<file path="src/verilog/ets_pkg.sv">
// package for the two-wire eeprom slave front end: constants and carrier types
package ets_pkg;
    localparam logic [3:0]  CTRL_CODE       = 4'ha;     // control code 1010
    localparam int          CODE_MSB        = 7;
    localparam int          CODE_LSB        = 4;
    localparam int          CS_MSB          = 3;
    localparam int          CS_LSB          = 1;
    localparam int          RW_BIT          = 0;
    localparam logic        RW_READ         = 1'h1;
    localparam logic [3:0]  BIT_LAST        = 4'h7;
    localparam logic [3:0]  BIT_ACK         = 4'h8;
    localparam logic [3:0]  BIT_ZERO        = 4'h0;
    localparam logic [6:0]  ARRAY_FIRST     = 7'h00;
    localparam logic [6:0]  ARRAY_LAST      = 7'h7f;
    localparam int          PAGE_BYTES      = 16;
    localparam int          CLK_HZ          = 20_000_000;
    localparam int          TWC_MS          = 5;        // longest write cycle
    // longest time rounds down
    localparam int          TWC_CYCLES      = (CLK_HZ / 1000) * TWC_MS;

    typedef struct packed {
        logic scl;
        logic sda;
    } ets_line_t;

    typedef struct packed {
        logic start;
        logic stop;
        logic rise;
        logic fall;
    } ets_event_t;

    typedef enum logic [4:0] {
        ST_IDLE  = 5'h01,
        ST_CTRL  = 5'h02,
        ST_WRITE = 5'h04,
        ST_READ  = 5'h08,
        ST_IGN   = 5'h10
    } ets_state_t;
endpackage : ets_pkg

</file>
<file path="src/verilog/ets_line_sync.sv">
// two-flop synchroniser and edge finder for the serial clock and data pins
`timescale 1ns/1ps
module ets_line_sync
    import ets_pkg::*;
(
    input  wire logic       I_CLOCK,
    input  wire logic       I_RST,
    input  wire ets_line_t  i_line,
    output ets_line_t       o_line,
    output ets_event_t      o_event
);
    ets_line_t meta;
    ets_line_t sync;
    ets_line_t prev;

    // first stage is read only by the second
    always_ff @(posedge I_CLOCK) begin
        if (I_RST) begin
            meta <= '{scl: 1'h1, sda: 1'h1};
            sync <= '{scl: 1'h1, sda: 1'h1};
            prev <= '{scl: 1'h1, sda: 1'h1};
        end else begin
            meta <= i_line;
            sync <= meta;
            prev <= sync;
        end
    end

    // conditions come from comparing successive samples
    always_comb begin
        o_line        = sync;
        o_event.start = prev.scl && sync.scl && prev.sda && !sync.sda;
        o_event.stop  = prev.scl && sync.scl && !prev.sda && sync.sda;
        o_event.rise  = !prev.scl && sync.scl;
        o_event.fall  = prev.scl && !sync.scl;
    end
endmodule : ets_line_sync

</file>
<file path="src/verilog/ets_slave.sv">
// two-wire eeprom slave front end: conditions, bit shifting, control byte and acknowledge
`timescale 1ns/1ps
module ets_slave
    import ets_pkg::*;
#(
    parameter int  TWC_COUNT  = TWC_CYCLES,
    parameter bit  HAS_WP_PIN = 1'b1,
    parameter int  PAGE_DEPTH = PAGE_BYTES
)
(
    input  wire logic        I_CLOCK,
    input  wire logic        I_RST,
    input  wire logic        I_SCL,
    input  wire logic        I_SDA,
    input  wire logic        I_CHIP_SEL_PIN_LOW,
    input  wire logic        I_CHIP_SEL_PIN_MID,
    input  wire logic        I_CHIP_SEL_PIN_HIGH,
    input  wire logic        I_WP,
    input  wire logic [7:0]  I_RD_DATA,
    output logic             O_SDA_OUT,
    output logic             O_SDA_OE,
    output logic             O_SELECTED,
    output logic             O_READ_MODE,
    output logic             O_WRITE_MODE,
    output logic             O_BUSY,
    output logic             O_RD_NEXT,
    output logic             O_WR_STROBE,
    output logic [7:0]       O_WR_DATA,
    output logic [4:0]       O_WR_COUNT,
    output logic             O_WR_DROP
);
    localparam int TW = $clog2(TWC_COUNT + 1);

    ets_line_t   line;
    ets_event_t  ev;
    ets_state_t  state;
    ets_state_t  next_state;
    logic [3:0]  bit_cnt;
    logic [7:0]  shift;
    logic [7:0]  tx;
    logic        ack_phase;
    logic        master_nak;
    logic        wrote;
    logic [TW-1:0] twc;
    logic [2:0]  cs_pins;
    logic        pulse_seen;
    logic        rd_first;
    logic        wp_meta;
    logic        wp_sync;
    logic [2:0]  cs_sync;
    logic [7:0]  page_mem [PAGE_DEPTH];
    logic [3:0]  page_wr;
    logic        is_protected;

    ets_line_sync u_sync (
        .I_CLOCK (I_CLOCK),
        .I_RST   (I_RST),
        .i_line  ('{scl: I_SCL, sda: I_SDA}),
        .o_line  (line),
        .o_event (ev)
    );

    function automatic logic ctrl_match(input logic [7:0] b, input logic [2:0] pins);
        ctrl_match = (b[CODE_MSB:CODE_LSB] == CTRL_CODE) && (b[CS_MSB:CS_LSB] == pins);
    endfunction : ctrl_match

    // strap and protect pins are slow levels, still synchronised
    always_ff @(posedge I_CLOCK) begin
        if (I_RST) begin
            cs_pins <= 3'h0;
            cs_sync <= 3'h0;
            wp_meta <= 1'h0;
            wp_sync <= 1'h0;
        end else begin
            cs_pins <= {I_CHIP_SEL_PIN_HIGH, I_CHIP_SEL_PIN_MID, I_CHIP_SEL_PIN_LOW};
            cs_sync <= cs_pins;
            wp_meta <= I_WP;
            wp_sync <= wp_meta;
        end
    end

    // whole array 00h-7Fh guarded by one pin, so no address compare is needed
    assign is_protected = HAS_WP_PIN && wp_sync;

    // the clock fall that closes a start is no pulse, so only a fall after a rise ends a bit
    always_ff @(posedge I_CLOCK) begin
        if (I_RST || ev.start || ev.stop) begin
            pulse_seen <= 1'h0;
        end else if (ev.rise) begin
            pulse_seen <= 1'h1;
        end else if (ev.fall) begin
            pulse_seen <= 1'h0;
        end
    end

    // bit counter: one bit per clock pulse, ninth pulse is acknowledge
    always_ff @(posedge I_CLOCK) begin
        if (I_RST || ev.start || ev.stop) begin
            bit_cnt <= BIT_ZERO;
        end else if (ev.fall && pulse_seen) begin
            bit_cnt <= (bit_cnt == BIT_ACK) ? BIT_ZERO : bit_cnt + 4'h1;
        end
    end

    // sample while clock high, on its rising edge
    always_ff @(posedge I_CLOCK) begin
        if (I_RST) begin
            shift      <= 8'h00;
            master_nak <= 1'h0;
        end else if (ev.rise) begin
            if (bit_cnt <= BIT_LAST) begin
                shift <= {shift[6:0], line.sda};
            end else begin
                master_nak <= line.sda;
            end
        end
    end

    assign ack_phase = (bit_cnt == BIT_ACK);

    // control state machine
    always_comb begin
        next_state = state;
        case (state)
            ST_IDLE:  next_state = state;
            ST_CTRL: begin
                if (ev.fall && bit_cnt == BIT_LAST) begin
                    if (O_BUSY || !ctrl_match(shift, cs_sync)) begin
                        next_state = ST_IGN;
                    end else if (shift[RW_BIT] == RW_READ) begin
                        next_state = ST_READ;
                    end else begin
                        next_state = ST_WRITE;
                    end
                end
            end
            ST_READ: begin
                if (ev.fall && ack_phase && master_nak) begin
                    next_state = ST_IGN;
                end
            end
            ST_WRITE: next_state = state;
            ST_IGN:   next_state = state;
            default:  next_state = ST_IDLE;
        endcase
        if (ev.stop) begin
            next_state = ST_IDLE;
        end
        if (ev.start) begin
            next_state = ST_CTRL;
        end
    end

    always_ff @(posedge I_CLOCK) begin
        if (I_RST) begin
            state <= ST_IDLE;
        end else begin
            state <= next_state;
        end
    end

    // page buffer: byte index wraps, so the newest sixteen survive
    always_ff @(posedge I_CLOCK) begin
        if (I_RST) begin
            page_wr     <= 4'h0;
            O_WR_COUNT  <= 5'h00;
            O_WR_STROBE <= 1'h0;
            O_WR_DATA   <= 8'h00;
            wrote       <= 1'h0;
        end else begin
            O_WR_STROBE <= 1'h0;
            if (ev.start) begin
                page_wr    <= 4'h0;
                O_WR_COUNT <= 5'h00;
                wrote      <= 1'h0;
            end else if (state == ST_WRITE && ev.fall && bit_cnt == BIT_LAST) begin
                page_mem[page_wr] <= shift;
                page_wr     <= page_wr + 4'h1;
                wrote       <= 1'h1;
                O_WR_DATA   <= shift;
                O_WR_STROBE <= !is_protected;
                if (O_WR_COUNT < 5'(PAGE_DEPTH)) begin
                    O_WR_COUNT <= O_WR_COUNT + 5'h01;
                end
            end
        end
    end

    // self-timed write cycle; runs even when protected
    always_ff @(posedge I_CLOCK) begin
        if (I_RST) begin
            O_BUSY <= 1'h0;
            twc    <= '0;
        end else if (ev.stop && state == ST_WRITE && wrote) begin
            O_BUSY <= 1'h1;
            twc    <= TW'(TWC_COUNT - 1);
        end else if (O_BUSY) begin
            if (twc == '0) begin
                O_BUSY <= 1'h0;
            end else begin
                twc <= twc - 1'b1;
            end
        end
    end

    always_ff @(posedge I_CLOCK) begin
        if (I_RST) begin
            O_WR_DROP <= 1'h0;
        end else if (ev.start) begin
            O_WR_DROP <= 1'h0;
        end else if (ev.stop && state == ST_WRITE && wrote) begin
            O_WR_DROP <= is_protected;
        end
    end

    // read data shifter; reload at each byte start, pointer kept outside and advanced by O_RD_NEXT
    always_ff @(posedge I_CLOCK) begin
        if (I_RST) begin
            tx        <= 8'h00;
            O_RD_NEXT <= 1'h0;
            rd_first  <= 1'h0;
        end else begin
            O_RD_NEXT <= 1'h0;
            if (next_state == ST_READ && state == ST_CTRL) begin
                tx       <= I_RD_DATA;
                rd_first <= 1'h1;
            end else if (state == ST_READ && ev.fall) begin
                if (ack_phase) begin
                    // first acknowledge is our own after the control byte: nothing read yet
                    tx        <= I_RD_DATA;
                    O_RD_NEXT <= !master_nak && !rd_first;
                    rd_first  <= 1'h0;
                end else if (bit_cnt != BIT_LAST) begin
                    tx <= {tx[6:0], 1'h0};
                end
            end
        end
    end

    // data pin driven only low; changed on clock fall, released at start or stop
    always_ff @(posedge I_CLOCK) begin
        if (I_RST || ev.start || ev.stop) begin
            O_SDA_OE <= 1'h0;
        end else if (ev.fall) begin
            if (state == ST_CTRL && bit_cnt == BIT_LAST) begin
                O_SDA_OE <= !O_BUSY && ctrl_match(shift, cs_sync);
            end else if (state == ST_WRITE && bit_cnt == BIT_LAST) begin
                O_SDA_OE <= 1'h1;
            end else if (state == ST_READ && ack_phase) begin
                O_SDA_OE <= !master_nak && !I_RD_DATA[7];
            end else if (state == ST_READ && bit_cnt < BIT_LAST) begin
                O_SDA_OE <= !tx[6];
            end else if (next_state == ST_READ && state == ST_CTRL) begin
                O_SDA_OE <= 1'h0;
            end else begin
                O_SDA_OE <= 1'h0;  // held low through ack high phase, released after
            end
        end else if (state == ST_CTRL && next_state == ST_READ) begin
            O_SDA_OE <= 1'h0;
        end
    end

    always_ff @(posedge I_CLOCK) begin
        if (I_RST) begin
            O_SDA_OUT    <= 1'h0;
            O_SELECTED   <= 1'h0;
            O_READ_MODE  <= 1'h0;
            O_WRITE_MODE <= 1'h0;
        end else begin
            O_SDA_OUT    <= 1'h0;
            O_SELECTED   <= (next_state == ST_READ) || (next_state == ST_WRITE);
            O_READ_MODE  <= (next_state == ST_READ);
            O_WRITE_MODE <= (next_state == ST_WRITE);
        end
    end
endmodule : ets_slave

</file>
<file path="config.mk">
export PLATFORM = sky130hd
export DESIGN_NAME = ets_slave
export DESIGN_NICKNAME = d
export VERILOG_FILES = /design/src/verilog/ets_pkg.sv /design/src/verilog/ets_line_sync.sv /design/src/verilog/ets_slave.sv
export SDC_FILE = /design/constraint.sdc
export NUM_CORES = 1
export LEC_CHECK = 0
export ABC_CLOCK_PERIOD_IN_PS = 2470
export BUFFER_PORTS_ARGS = -buffer_cell sky130_fd_sc_hd__buf_2
export CAP_MARGIN = 15
export CORE_MARGIN = 2
export CORE_UTILIZATION = 54
export CTS_CLUSTER_DIAMETER = 150
export CTS_CLUSTER_SIZE = 30
export DETAILED_ROUTE_END_ITERATION = 6
export PLACE_DENSITY = 0.76
export SLEW_MARGIN = 20
export SYNTH_ARGS = -nofsm -noshare
export SYNTH_HDL_FRONTEND = slang
export SYNTH_HIERARCHICAL = 1
export SYNTH_SLANG_ARGS = --single-unit
</file>
<file path="constraint.sdc">
create_clock -name I_CLOCK -period 2.47 [get_ports I_CLOCK]
set_input_delay 0.494 -clock I_CLOCK [delete_from_list [all_inputs] [get_ports I_CLOCK]]
set_output_delay 0.494 -clock I_CLOCK [all_outputs]
set_load 0.03 [all_outputs]
</file>
* After elaboration in Yosys (flattened, before gate mapping)
Index checks and enable logic that the tools add are counted.
** Cells by class
- Mux-type cells :: 29
- Bitwise operators :: 6
- $add $sub $neg :: 3
- Order comparisons :: 3
- Equal/unequal tests :: 13
- Reductions and logical operators :: 60
** Operator list (number)
- $mux W17 :: 3
- $mux W7 :: 4
- $logic_and A1 B1 Y1 :: 25
- $mux W5 :: 5
- $logic_not A17 Y1 :: 1
- $sub A17 B1 Y17 const B :: 1
- $reduce_and A2 Y1 :: 8
- $pmux W5 S3 :: 1
- $mux W1 :: 14
- $logic_not A1 Y1 :: 11
- $eq A5 B3 Y1 const B :: 2
- $eq A5 B4 Y1 const B :: 2
- $reduce_bool A2 Y1 :: 5
- $eq A4 B4 Y1 const B :: 2
- $mux W4 :: 2
- $not A1 Y1 :: 6
- $reduce_or A3 Y1 :: 2
- $add A5 B1 Y5 const B :: 1
- $eq A5 B1 Y1 const B :: 1
- $eq A5 B2 Y1 const B :: 1
- $eq A5 B5 Y1 const B :: 1
- $lt A5 B5 Y1 const B :: 1
- $add A4 B1 Y4 const B :: 1
- $eq A4 B3 Y1 const B :: 1
- 9 further kinds :: 13
** Storage, ports and cells
- Input port bits :: 16
- Output and inout bits :: 22
- Bits in registers :: 80
- Word-level logic and storage cells :: 144

* Longest topological paths before layout
Gate-level depths: netlist (run 1).
- Depth in word-level cells :: 13
- Mapped depth :: 8
- Mapped depth without buffers :: 7

* Cells and area by module
Netlist (run 1), hierarchy kept.
** By module, submodules not included
- ets_slave :: sequential area each 1481.4 um^2, area each 3370.7 um^2, times used 1, cells an instance 382
- ets_line_sync :: sequential area each 120.1 um^2, area each 190.2 um^2, times used 1, cells an instance 16

* Worst setup path after synthesis (run 1)
Ideal clock, no wire load.
- Path kind :: register -> register
- Start point :: register bit_cnt[0]
- End point :: register tx[1]
- Setup time :: 0.058 ns
- Period minus slack after synthesis :: 1.870 ns
- Arrival time :: 1.811 ns
- Slack :: 0.600 ns
- Buffers on the path :: 1
- Required time :: 2.412 ns
- Stages on the path, launching flop included :: 8
- Path through :: dfxtp_1 ha_1 nand4b_2 nand4b_1 or4_1 clkbuf_1 o21ai_1 o211a_1
** Between the ends
- Longest elaborated chain between the ends :: 11
- Elaborated cells on any way between the ends :: 19
- Classes of those cells :: eq/ne: 4; mux: 8; reduce/logical: 7
** RTL lines
- start, declared :: line ets_slave.sv:38 : logic [3:0] bit_cnt;
- start signal, assigned :: line ets_slave.sv:101 : bit_cnt <= (bit_cnt == BIT_ACK) ? BIT_ZERO : bit_cnt + 4'h1;
- $eq A4 B4 Y1 :: line ets_slave.sv:119 : assign ack_phase = (bit_cnt == BIT_ACK);
- $logic_and A1 B1 Y1 (2 in a row) :: line ets_slave.sv:138 : if (ev.fall && ack_phase && master_nak) begin
- $mux W5 :: line ets_slave.sv:138
- $pmux W5 S3 :: line ets_slave.sv:124 : case (state)
- $mux W5 :: line ets_slave.sv:146 : if (ev.stop) begin
- $mux W5 :: line ets_slave.sv:149 : if (ev.start) begin
- $eq A5 B4 Y1 :: line ets_slave.sv:224 : if (next_state == ST_READ && state == ST_CTRL) begin
- $logic_and A1 B1 Y1 :: line ets_slave.sv:224
- $reduce_bool A3 Y1 (no line) / $reduce_bool A2 Y1 (equally long branches)
- $reduce_and A2 Y1 (no line)
- end signal, assigned :: line ets_slave.sv:234 : tx <= {tx[6:0], 1'h0};
- end, declared :: line ets_slave.sv:40 : logic [7:0] tx;
Several ways; a longest one is shown, not always the timed one. The select of a mux whose other input is x is not followed.
A chain may end at the register's enable or synchronous reset.

* Worst setup path in the final report (run 1)
Ends and elaborated chain as after synthesis.

==> impl_metrics.env, run 1 <==
export IMPL_ys_warn_count=6
export IMPL_worstSkewPairLatency_ns=0.36
export IMPL_syn_inst=398
export IMPL_nets=451
export IMPL_finalSetupViolCount=0
export IMPL_path_max_fanout=8
export IMPL_dp_hpwl_mm=5.00
export IMPL_grt_usage_pct=21.1
export IMPL_synth_edf_count=0
export IMPL_core_area_sq_um=6350
export IMPL_initial_utilization_pct=56.1
export IMPL_die_area_sq_um=7260
export IMPL_cp_arrival_ns=2.44
export IMPL_post_route_period_util_pct=86.7
export IMPL_die_h_microns=85.2
export IMPL_power_leakage_nw=1.57
export IMPL_finalSetupTns_ns=0
export IMPL_io_buffers=36
export IMPL_drc_errors=0
export IMPL_htree_levels=3
export IMPL_cts_tree="built"
export IMPL_clkTransAtPathRegs_ns=0.07
export IMPL_crit_chain="ha_1 -> nand4b_2 -> nand4b_1 -> or4_1 -> o21ai_1 -> o211a_1"
export IMPL_slowest_stage="or4_1"
export IMPL_cap_violations=0
export IMPL_maxSlewHeadroom_pct=58.2
export IMPL_fmax_ghz=0.467
export IMPL_worstSetupStartpointType="register"
export IMPL_rows=29
export IMPL_fillCellCount=519
export IMPL_path_buf_inv=0
export IMPL_cpPeakStageDelay_ns=0.56
export IMPL_grt_pass1_wl_mm=12.4
export IMPL_fin_skew_ns=0.0126
export IMPL_finalWirelength_mm=7.37
export IMPL_finalWorstSetupSlack_ns=0.329
export IMPL_path_delay_family="simple AND/OR/NAND/NOR gates"
export IMPL_path_class="reg -> reg"
export IMPL_worst_ir_drop_vdd_v=0.000564
export IMPL_worst_setup_path_end_kind="register"
export IMPL_worstMarginPinSlew_ns=0.618
export IMPL_die_w_microns=85.2
export IMPL_syn_nets=418
export IMPL_powerDensity_nw_per_um2=646
export IMPL_period_needed_ns=2.14
export IMPL_via_per_inst=5.70
export IMPL_antenna_found_initial=0
export IMPL_numCtsBuffers=9
export IMPL_avgRoutedWirePerCell_microns=14.4
export IMPL_hold_viol_final=0
export IMPL_avgSynthCellArea_sq_um=8.95
export IMPL_layout_commonest_cell="dfxtp_1"
export IMPL_ant_nets=0
export IMPL_areaGrowthSynthToFinish_pct=13.9
export IMPL_synth_seq_cells=80
export IMPL_overflow=0
export IMPL_maxSlewViolCount=0
export IMPL_diodes=0
export IMPL_hold_path_class="in -> reg"
export IMPL_postSynth_asyncResetShare_pct=0
export IMPL_gp_congestion=0.861
export IMPL_status="finished clean"
export IMPL_ctsResizeCount=0
export IMPL_post_cts_buffers=0
export IMPL_via_count=2920
export IMPL_first_pass_iters=4
export IMPL_synth_area_sq_um=3560
export IMPL_rsz0062_at_grt="no"
export IMPL_synth_seq_area_share_pct=45.0
export IMPL_drt_iter0_markers=181
export IMPL_cts_root_buffer="clkbuf_8"
export IMPL_cts_max_path_buffers=2
export IMPL_layout_drive_gt1_share_pct=15.9
export IMPL_synth_flop_cell="dfxtp_1"
export IMPL_layout_common_cells="80 x dfxtp_1, 39 x nand2_1, 38 x nor2_1, 36 x buf_2, 27 x a21oi_1"
export IMPL_grt_pass1_vias=2679
export IMPL_cts_sinks=80
export IMPL_dp_slack_ns=0.370
export IMPL_cp_required_ns=2.76
export IMPL_yosysUniqueCellTypes=57
export IMPL_io_pins=38
export IMPL_grt_max_degree=41
export IMPL_power_mw=2.62
export IMPL_postCtsHoldBufs=0
## sequential cells by signal (all words and copies together) (netlist names), 2 cells and up
name           flops
O_WR_COUNT         5
O_WR_DATA          8
bit_cnt            4
cs_pins            3
cs_sync            3
shift              8
state              5
twc               17
tx                 7
u_sync/meta        2
u_sync/o_line      2
u_sync/prev        2
## final timing paths
check | slack, ns | cells past startpoint | startpoint | end
min | 0.32 | 2 | I_SCL | u_sync/meta[1]
min reg2reg | 0.40 | 1 | u_sync/meta[0] | u_sync/o_line[0]
max reg2reg | 0.33 | 6 | bit_cnt[0] | tx[1]
max | 0.33 | 6 | bit_cnt[0] | tx[1]
## report_power, final
group | total [mW] | switching [mW] | internal (mW)
Clock | 1.23 | 0.463 | 0.772
Sequential | 1.31 | 0.00627 | 1.30
Combinational | 0.0789 | 0.0491 | 0.0298
Total | 2.62 | 0.518 | 2.10
## Yosys cell counts (all sizes together), types with 2 or more instances
library cell	n	area (sq um)
and4b	2	20.0
nand4b	8	76.3
or2	9	56.3
nand2b	4	25.0
nor4b	5	50.0
a31oi	6	37.5
a311o	5	50.1
a211oi	3	22.5
nand3	7	35.0
inv	12	45.0
nor3b	2	15.0
a21oi	27	135
nand4	4	25.0
nand3b	4	30.0
ha	4	50.1
clkbuf	17	63.8
dfxtp	80	1600
buf	5	33.8
xor2	5	43.8
or3	5	36.3
o21ai	8	40.0
a21o	2	15.0
xnor2	14	123
nor2b	15	93.8
nor4	8	62.6
nor3	14	86.3
o211a	6	60.1
mux2i	10	100
nor2	38	143
and2	4	25.0
or4	3	22.5
a41oi	6	52.6
a2111oi	2	18.8
nand2	39	146
and3	4	25.0
## cell type report
cell class                 instances  area, sq um  area share, %
clock inverter                     5          129           3.18
inverter                          12         45.0           1.11
multi-input combinational        284         1820           44.8
timing repair buffer              44          240           5.92
tap                               77         96.3           2.38
sequential                        80         1600           39.5
clock buffer                      10          128           3.15
## layer usage
layer  vias to the layer above  global-route usage [%]  wire (microns)
li1                       1474                       -               -
met2                        78                    32.2            3390
met4                         0                    8.95             118
met1                      1352                    28.5            3520
met3                        16                    5.25             338
met5                         -                       0               0
## worst reg2reg max path, stage by stage (launching register included)
cell	delay, ns
dfxtp_1	0.40
ha_1	0.30
nand4b_2	0.28
nand4b_1	0.26
or4_1	0.56
o21ai_1	0.13
o211a_1	0.15
## per-stage QoR
stage,instance area (sq um),hold slack [ns],util [%],std cells
floorplan,3560,0.383,-,398
global placement,3800,0.385,59.8,497
detailed placement,3800,0.389,59.8,497
CTS,4060,0.309,63.9,512
global route,4060,0.339,63.9,512
finish,4060,0.322,63.9,512
## cell families after synthesis
group,synth area share [%]
simple gates,27.9
flops,45.0
compound gates,13.8
buf+inv,4.01
xor+xnor,4.67
mux,3.13
fa+ha+maj,1.41
other cells,0.105
No activity file was read; power rests on OpenSTA's default activity.
==> run 2, diff against run 1 <==
--- a/config.mk
+++ b/config.mk
@@ -5,7 +5,7 @@
 export SDC_FILE = /design/constraint.sdc
 export NUM_CORES = 1
 export LEC_CHECK = 0
-export ABC_CLOCK_PERIOD_IN_PS = 2470
+export ABC_CLOCK_PERIOD_IN_PS = 2320
 export BUFFER_PORTS_ARGS = -buffer_cell sky130_fd_sc_hd__buf_2
 export CAP_MARGIN = 15
 export CORE_MARGIN = 2
==> constraint.sdc (replaced) <==
create_clock -name I_CLOCK -period 2.32 [get_ports I_CLOCK]
set_input_delay 0.464 -clock I_CLOCK [delete_from_list [all_inputs] [get_ports I_CLOCK]]
set_output_delay 0.464 -clock I_CLOCK [all_outputs]
set_load 0.03 [all_outputs]
==> run 2 against run 1 <==
  * Sequential power is 6% higher
  * Clock power is 3% lower
  * Routed wire length is 0.24% lower
  * Global-route usage is 0.58 points higher
  * First-iteration DRC count is 8.3% lower
  * Total power is 1.6% higher
  * Worst setup slack better by 0.020 ns
  * Fmax is 8.6% higher
  * Hold slack worse by 0.052 ns
  * Sequential share of layout area hardly changed
  * Critical path depth is 1 lower
  * Largest power group unchanged
  * Highest routed layer unchanged
==> impl_metrics.env, run 2 (synthesis results as in run 1) <==
export IMPL_die_area_sq_um=7260
export IMPL_avgRoutedWirePerCell_microns=14.3
export IMPL_regArea_sq_um=1600
export IMPL_cpPeakStageDelay_ns=0.64
export IMPL_pwr_share_seq_pct=52.3
export IMPL_path_class="reg -> reg"
export IMPL_finalWirelength_mm=7.36
export IMPL_areaGrowthSynthToFinish_pct=13.8
export IMPL_finalWorstSetupSlack_ns=0.348
export IMPL_path_delay_family="simple AND/OR/NAND/NOR gates"
export IMPL_r2r_start="shift[6]"
export IMPL_maxSlewViolCount=0
export IMPL_hold_viol_final=0
export IMPL_reg_top3="twc x17, O_WR_DATA x8, shift x8"
export IMPL_post_route_period_util_pct=85.0
export IMPL_cts_tree="built"
export IMPL_cts_max_path_buffers=2
export IMPL_hold_start="I_SDA"
export IMPL_path_buf_inv=0
export IMPL_ant_nets=0
export IMPL_die_h_microns=85.2
export IMPL_drt_iter0_markers=166
export IMPL_postCtsHoldBufs=0
export IMPL_htree_levels=3
export IMPL_gp_congestion=0.874
export IMPL_path_max_fanout=6
export IMPL_finalSetupTns_ns=0
export IMPL_initial_utilization_pct=56.1
export IMPL_cp_arrival_ns=2.29
export IMPL_worst_setup_path_end_kind="register"
export IMPL_fillCellCount=536
export IMPL_period_needed_ns=1.97
export IMPL_clkTransAtPathRegs_ns=0.09
export IMPL_ctsResizeCount=0
export IMPL_dp_hpwl_mm=5.15
export IMPL_crit_chain="nor4b_1 -> nand4_1 -> or4_1 -> o21ai_1 -> o211a_1"
export IMPL_overflow=0
export IMPL_cts_root_buffer="clkbuf_8"
export IMPL_critPathLaunch="shift[6]"
export IMPL_swShare_pct=23.2
export IMPL_rsz0062_at_grt="no"
export IMPL_grt_max_degree=40
export IMPL_multiInputGateArea_sq_um=1820
export IMPL_via_per_inst=5.76
export IMPL_die_w_microns=85.2
export IMPL_worst_ir_drop_vdd_v=0.000593
export IMPL_power_leakage_nw=1.57
export IMPL_cts_sinks=80
export IMPL_antenna_found_initial=0
export IMPL_dp_slack_ns=0.350
export IMPL_layout_commonest_cell="dfxtp_1"
export IMPL_worstSkewPairLatency_ns=0.37
export IMPL_fmax_ghz=0.507
export IMPL_cp_required_ns=2.64
export IMPL_via_count=2971
export IMPL_slowest_stage="or4_1"
export IMPL_grt_usage_pct=21.7
export IMPL_post_cts_buffers=0
export IMPL_diodes=0
export IMPL_io_pins=38
export IMPL_first_pass_iters=4
export IMPL_grt_pass1_wl_mm=12.7
export IMPL_maxSlewHeadroom_pct=61.8
export IMPL_finalSetupViolCount=0
export IMPL_core_area_sq_um=6350
export IMPL_io_buffers=36
export IMPL_power_frac_clock_pct=44.6
export IMPL_worstSetupStartpointType="register"
export IMPL_status="finished clean"
export IMPL_numCtsBuffers=9
export IMPL_largest_register_ffs=17
export IMPL_regMostFlops="twc"
export IMPL_fin_skew_ns=0.0113
export IMPL_rows=29
export IMPL_nets=454
export IMPL_netSwitchingPower_mw=0.619
export IMPL_layout_common_cells="80 x dfxtp_1, 39 x nand2_1, 38 x nor2_1, 36 x buf_2, 27 x a21oi_1"
export IMPL_cellInternalPower_mw=2.04
export IMPL_worstMarginPinSlew_ns=0.571
export IMPL_drc_errors=0
export IMPL_grt_pass1_vias=2769
export IMPL_layout_drive_gt1_share_pct=16.9
export IMPL_hold_path_class="in -> reg"
export IMPL_cap_violations=0
export IMPL_comb_power_share_pct=3.2
export IMPL_powerDensity_nw_per_um2=657
run 2: metrics by stage:
step           instances  hold WS [ns]  util [%]  area, sq um  power (mW)
6_report             516         0.270      63.8         4050        2.66
3_3_place_gp         500         0.386      60.2         3820        1.51
2_1_floorplan        398         0.383         -         3560        1.48
4_1_cts              516         0.257      63.8         4050        2.68
3_5_place_dp         500         0.388      60.2         3820        1.51
5_1_grt              516         0.278      63.8         4050        2.74
run 2: final cells by class:
type	count	share of cell area, %
Clock buffer	9	3.06
Multi-Input combinational cell	284	44.8
Clock inverter	7	2.62
Inverter	12	1.11
Timing Repair Buffer	47	6.48
Sequential cell	80	39.5
Tap cell	77	2.38
run 2: worst reg2reg max path, stage by stage (launching register included):
cell and delay (ns):
dfxtp_1 0.35, nor4b_1 0.46, nand4_1 0.20, or4_1 0.64, o21ai_1 0.13, o211a_1 0.15
run 2: metal layers:
| layer | vias to the layer above | GRT usage [%] | share of wire [%] |
|---|---|---|---|
| met2 | 74 | 34.9 | 47 |
| met5 | - | 0 | 0 |
| met4 | 0 | 8.08 | 1.3 |
| met3 | 8 | 5.64 | 5.1 |
| met1 | 1389 | 28.1 | 47 |
| li1 | 1500 | - | - |
run 2: worst paths after layout:
| path | slack, ns | cells after the start | end |
|---|---|---|---|
| max reg2reg | 0.35 | 5 | tx[1] |
| max | 0.35 | 5 | tx[1] |
| min reg2reg | 0.41 | 1 | u_sync/o_line[0] |
| min | 0.27 | 2 | u_sync/meta[0] |
run 2: power groups by stage:
stage | combinational [mW] | sequential [mW] | clock [mW]
3_3_place_gp | 0.0826 | 1.42 | 0
5_1_grt | 0.0934 | 1.39 | 1.26
3_5_place_dp | 0.0842 | 1.42 | 0
4_1_cts | 0.0844 | 1.39 | 1.21
2_1_floorplan | 0.0539 | 1.42 | 0
6_report | 0.0839 | 1.39 | 1.19
==> run 3, diff against run 2 <==
--- a/config.mk
+++ b/config.mk
@@ -5,7 +5,7 @@
 export SDC_FILE = /design/constraint.sdc
 export NUM_CORES = 1
 export LEC_CHECK = 0
-export ABC_CLOCK_PERIOD_IN_PS = 2320
+export ABC_CLOCK_PERIOD_IN_PS = 2000
 export BUFFER_PORTS_ARGS = -buffer_cell sky130_fd_sc_hd__buf_2
 export CAP_MARGIN = 15
 export CORE_MARGIN = 2
==> constraint.sdc (replaced) <==
create_clock -name I_CLOCK -period 2 [get_ports I_CLOCK]
set_input_delay 0.4 -clock I_CLOCK [delete_from_list [all_inputs] [get_ports I_CLOCK]]
set_output_delay 0.4 -clock I_CLOCK [all_outputs]
set_load 0.03 [all_outputs]
==> run 3 against run 2 <==
  * Clock skew fell by 0.0040 ns
  * Via count rose by 1.2%
  * First-iteration DRC count fell by 12%
  * Global-route usage fell by 0.080 points
  * Clock-buffer cell count did not move
  * Die area did not move
  * Non-clock buffer count rose by 9
  * Critical endpoint unchanged
  * Total power rose by 12%
  * Fmax rose by 5.3%
  * Final area rose by 1.9%
  * Hold slack got worse by 0.066 ns
==> impl_metrics.env, run 3 (synthesis results as in run 1) <==
export IMPL_netSwitchingPower_mw=0.737
export IMPL_cts_tree="built"
export IMPL_finalWirelength_mm=7.46
export IMPL_gp_congestion=0.848
export IMPL_ant_nets=0
export IMPL_io_buffers=36
export IMPL_grt_usage_pct=21.6
export IMPL_numCtsBuffers=9
export IMPL_powerDensity_nw_per_um2=724
export IMPL_ctsResizeCount=0
export IMPL_path_buf_inv=0
export IMPL_core_area_sq_um=6350
export IMPL_comb_power_share_pct=3.4
export IMPL_worstSkewPairLatency_ns=0.37
export IMPL_avgRoutedWirePerCell_microns=14.2
export IMPL_pwr_share_seq_pct=54.0
export IMPL_dp_slack_ns=0.0623
export IMPL_largest_register_ffs=17
export IMPL_fin_skew_ns=0.00730
export IMPL_period_needed_ns=1.87
export IMPL_instances_no_fill=525
export IMPL_path_class="reg -> reg"
export IMPL_diodes=0
export IMPL_finalWorstSetupSlack_ns=0.128
export IMPL_r2r_setup_slack_ns=0.13
export IMPL_die_h_microns=85.2
export IMPL_cap_violations=0
export IMPL_die_w_microns=85.2
export IMPL_areaGrowthSynthToFinish_pct=16.0
export IMPL_worst_ir_drop_vdd_v=0.000771
export IMPL_cp_required_ns=2.32
export IMPL_power_frac_clock_pct=42.6
export IMPL_first_pass_iters=4
export IMPL_grt_max_degree=29
export IMPL_cp_arrival_ns=2.19
export IMPL_grt_pass1_wl_mm=12.6
export IMPL_cpPeakStageDelay_ns=0.55
export IMPL_dp_cells=509
export IMPL_rows=29
export IMPL_path_delay_family="simple AND/OR/NAND/NOR gates"
export IMPL_cts_sinks=80
export IMPL_drt_iter0_markers=146
export IMPL_postCtsHoldBufs=0
export IMPL_antenna_found_initial=0
export IMPL_cts_root_buffer="clkbuf_8"
export IMPL_cts_max_path_buffers=2
export IMPL_rsz0062_at_grt="no"
export IMPL_dp_hpwl_mm=5.31
export IMPL_slowest_stage="or4_1"
export IMPL_layout_common_cells="80 x dfxtp_1, 39 x nand2_1, 38 x nor2_1, 36 x buf_2, 27 x a21oi_1"
export IMPL_hold_path_class="in -> reg"
export IMPL_clkTransAtPathRegs_ns=0.09
export IMPL_crit_chain="ha_2 -> nand4b_2 -> nand4b_1 -> or4_1 -> o21ai_1 -> o211a_1"
export IMPL_finalSetupViolCount=0
export IMPL_regMostFlops="twc"
export IMPL_path_max_fanout=6
export IMPL_worst_setup_path_end_kind="register"
export IMPL_htree_levels=3
export IMPL_via_count=3007
export IMPL_maxSlewViolCount=0
export IMPL_worstMarginPinSlew_ns=0.597
export IMPL_power_mw=2.99
export IMPL_fmax_ghz=0.534
export IMPL_initial_utilization_pct=56.1
export IMPL_layout_commonest_cell="dfxtp_1"
export IMPL_worstSetupStartpointType="register"
export IMPL_cellInternalPower_mw=2.25
export IMPL_via_per_inst=5.73
export IMPL_power_leakage_nw=1.61
export IMPL_finalSetupTns_ns=0
export IMPL_nets=463
export IMPL_reg_top3="twc x17, O_WR_DATA x8, shift x8"
export IMPL_io_pins=38
export IMPL_hold_viol_final=0
export IMPL_layout_drive_gt1_share_pct=19.4
export IMPL_overflow=0
export IMPL_status="finished clean"
export IMPL_drc_errors=0
export IMPL_post_cts_buffers=0
export IMPL_hold_ws_ns=0.204
export IMPL_die_area_sq_um=7260
export IMPL_swShare_pct=24.6
export IMPL_grt_pass1_vias=2713
export IMPL_maxSlewHeadroom_pct=60.1
export IMPL_post_route_period_util_pct=93.6
run 3: cell count changes in the layout (fill, tap and decap cells not counted), sizes merged:
cell      before  now
clkinv         1    0
buf           47   56
bufinv         2    1
clkinvlp       0    1
inv           16   17
run 3: final cells by class:
cell class	count	area [sq um]
Clock buffer	9	124
Inverter	12	45.0
Sequential cell	80	1600
Fill cell	533	2220
Multi-Input combinational cell	284	1840
Clock inverter	7	86.3
Timing Repair Buffer	56	343
Tap cell	77	96.3
run 3: per-layer routing:
metal | share of wire (%) | GRT usage (%)
met1 | 47 | 27.8
met2 | 46 | 34.6
met3 | 4.8 | 6.03
met4 | 1.4 | 8.23
met5 | 0 | 0
run 3: path summary, 6_finish.rpt:
check / start / endpoint / cells after the start
setup / recovery: bit_cnt[0] / tx[1] / 6
hold / removal: I_SCL / u_sync/meta[1] / 2
setup reg to reg: bit_cnt[0] / tx[1] / 6
hold reg to reg: u_sync/meta[1] / u_sync/o_line[1] / 1
run 3: power by group through the flow:
| stage | clock network (mW) | registers, mW | logic [mW] |
|---|---|---|---|
| 2_1_floorplan | 0 | 1.65 | 0.0625 |
| 4_1_cts | 1.30 | 1.61 | 0.103 |
| 6_report | 1.27 | 1.61 | 0.102 |
| 3_3_place_gp | 0 | 1.65 | 0.101 |
| 3_5_place_dp | 0 | 1.65 | 0.103 |
| 5_1_grt | 1.36 | 1.62 | 0.113 |
run 3: metrics by stage:
step | cell area (sq um) | utilization, %
after floorplan | 3560 | -
after global placement | 3900 | 61.5
after detailed placement | 3900 | 61.5
after CTS | 4110 | 64.8
after global routing | 4130 | 65.1
final | 4130 | 65.1
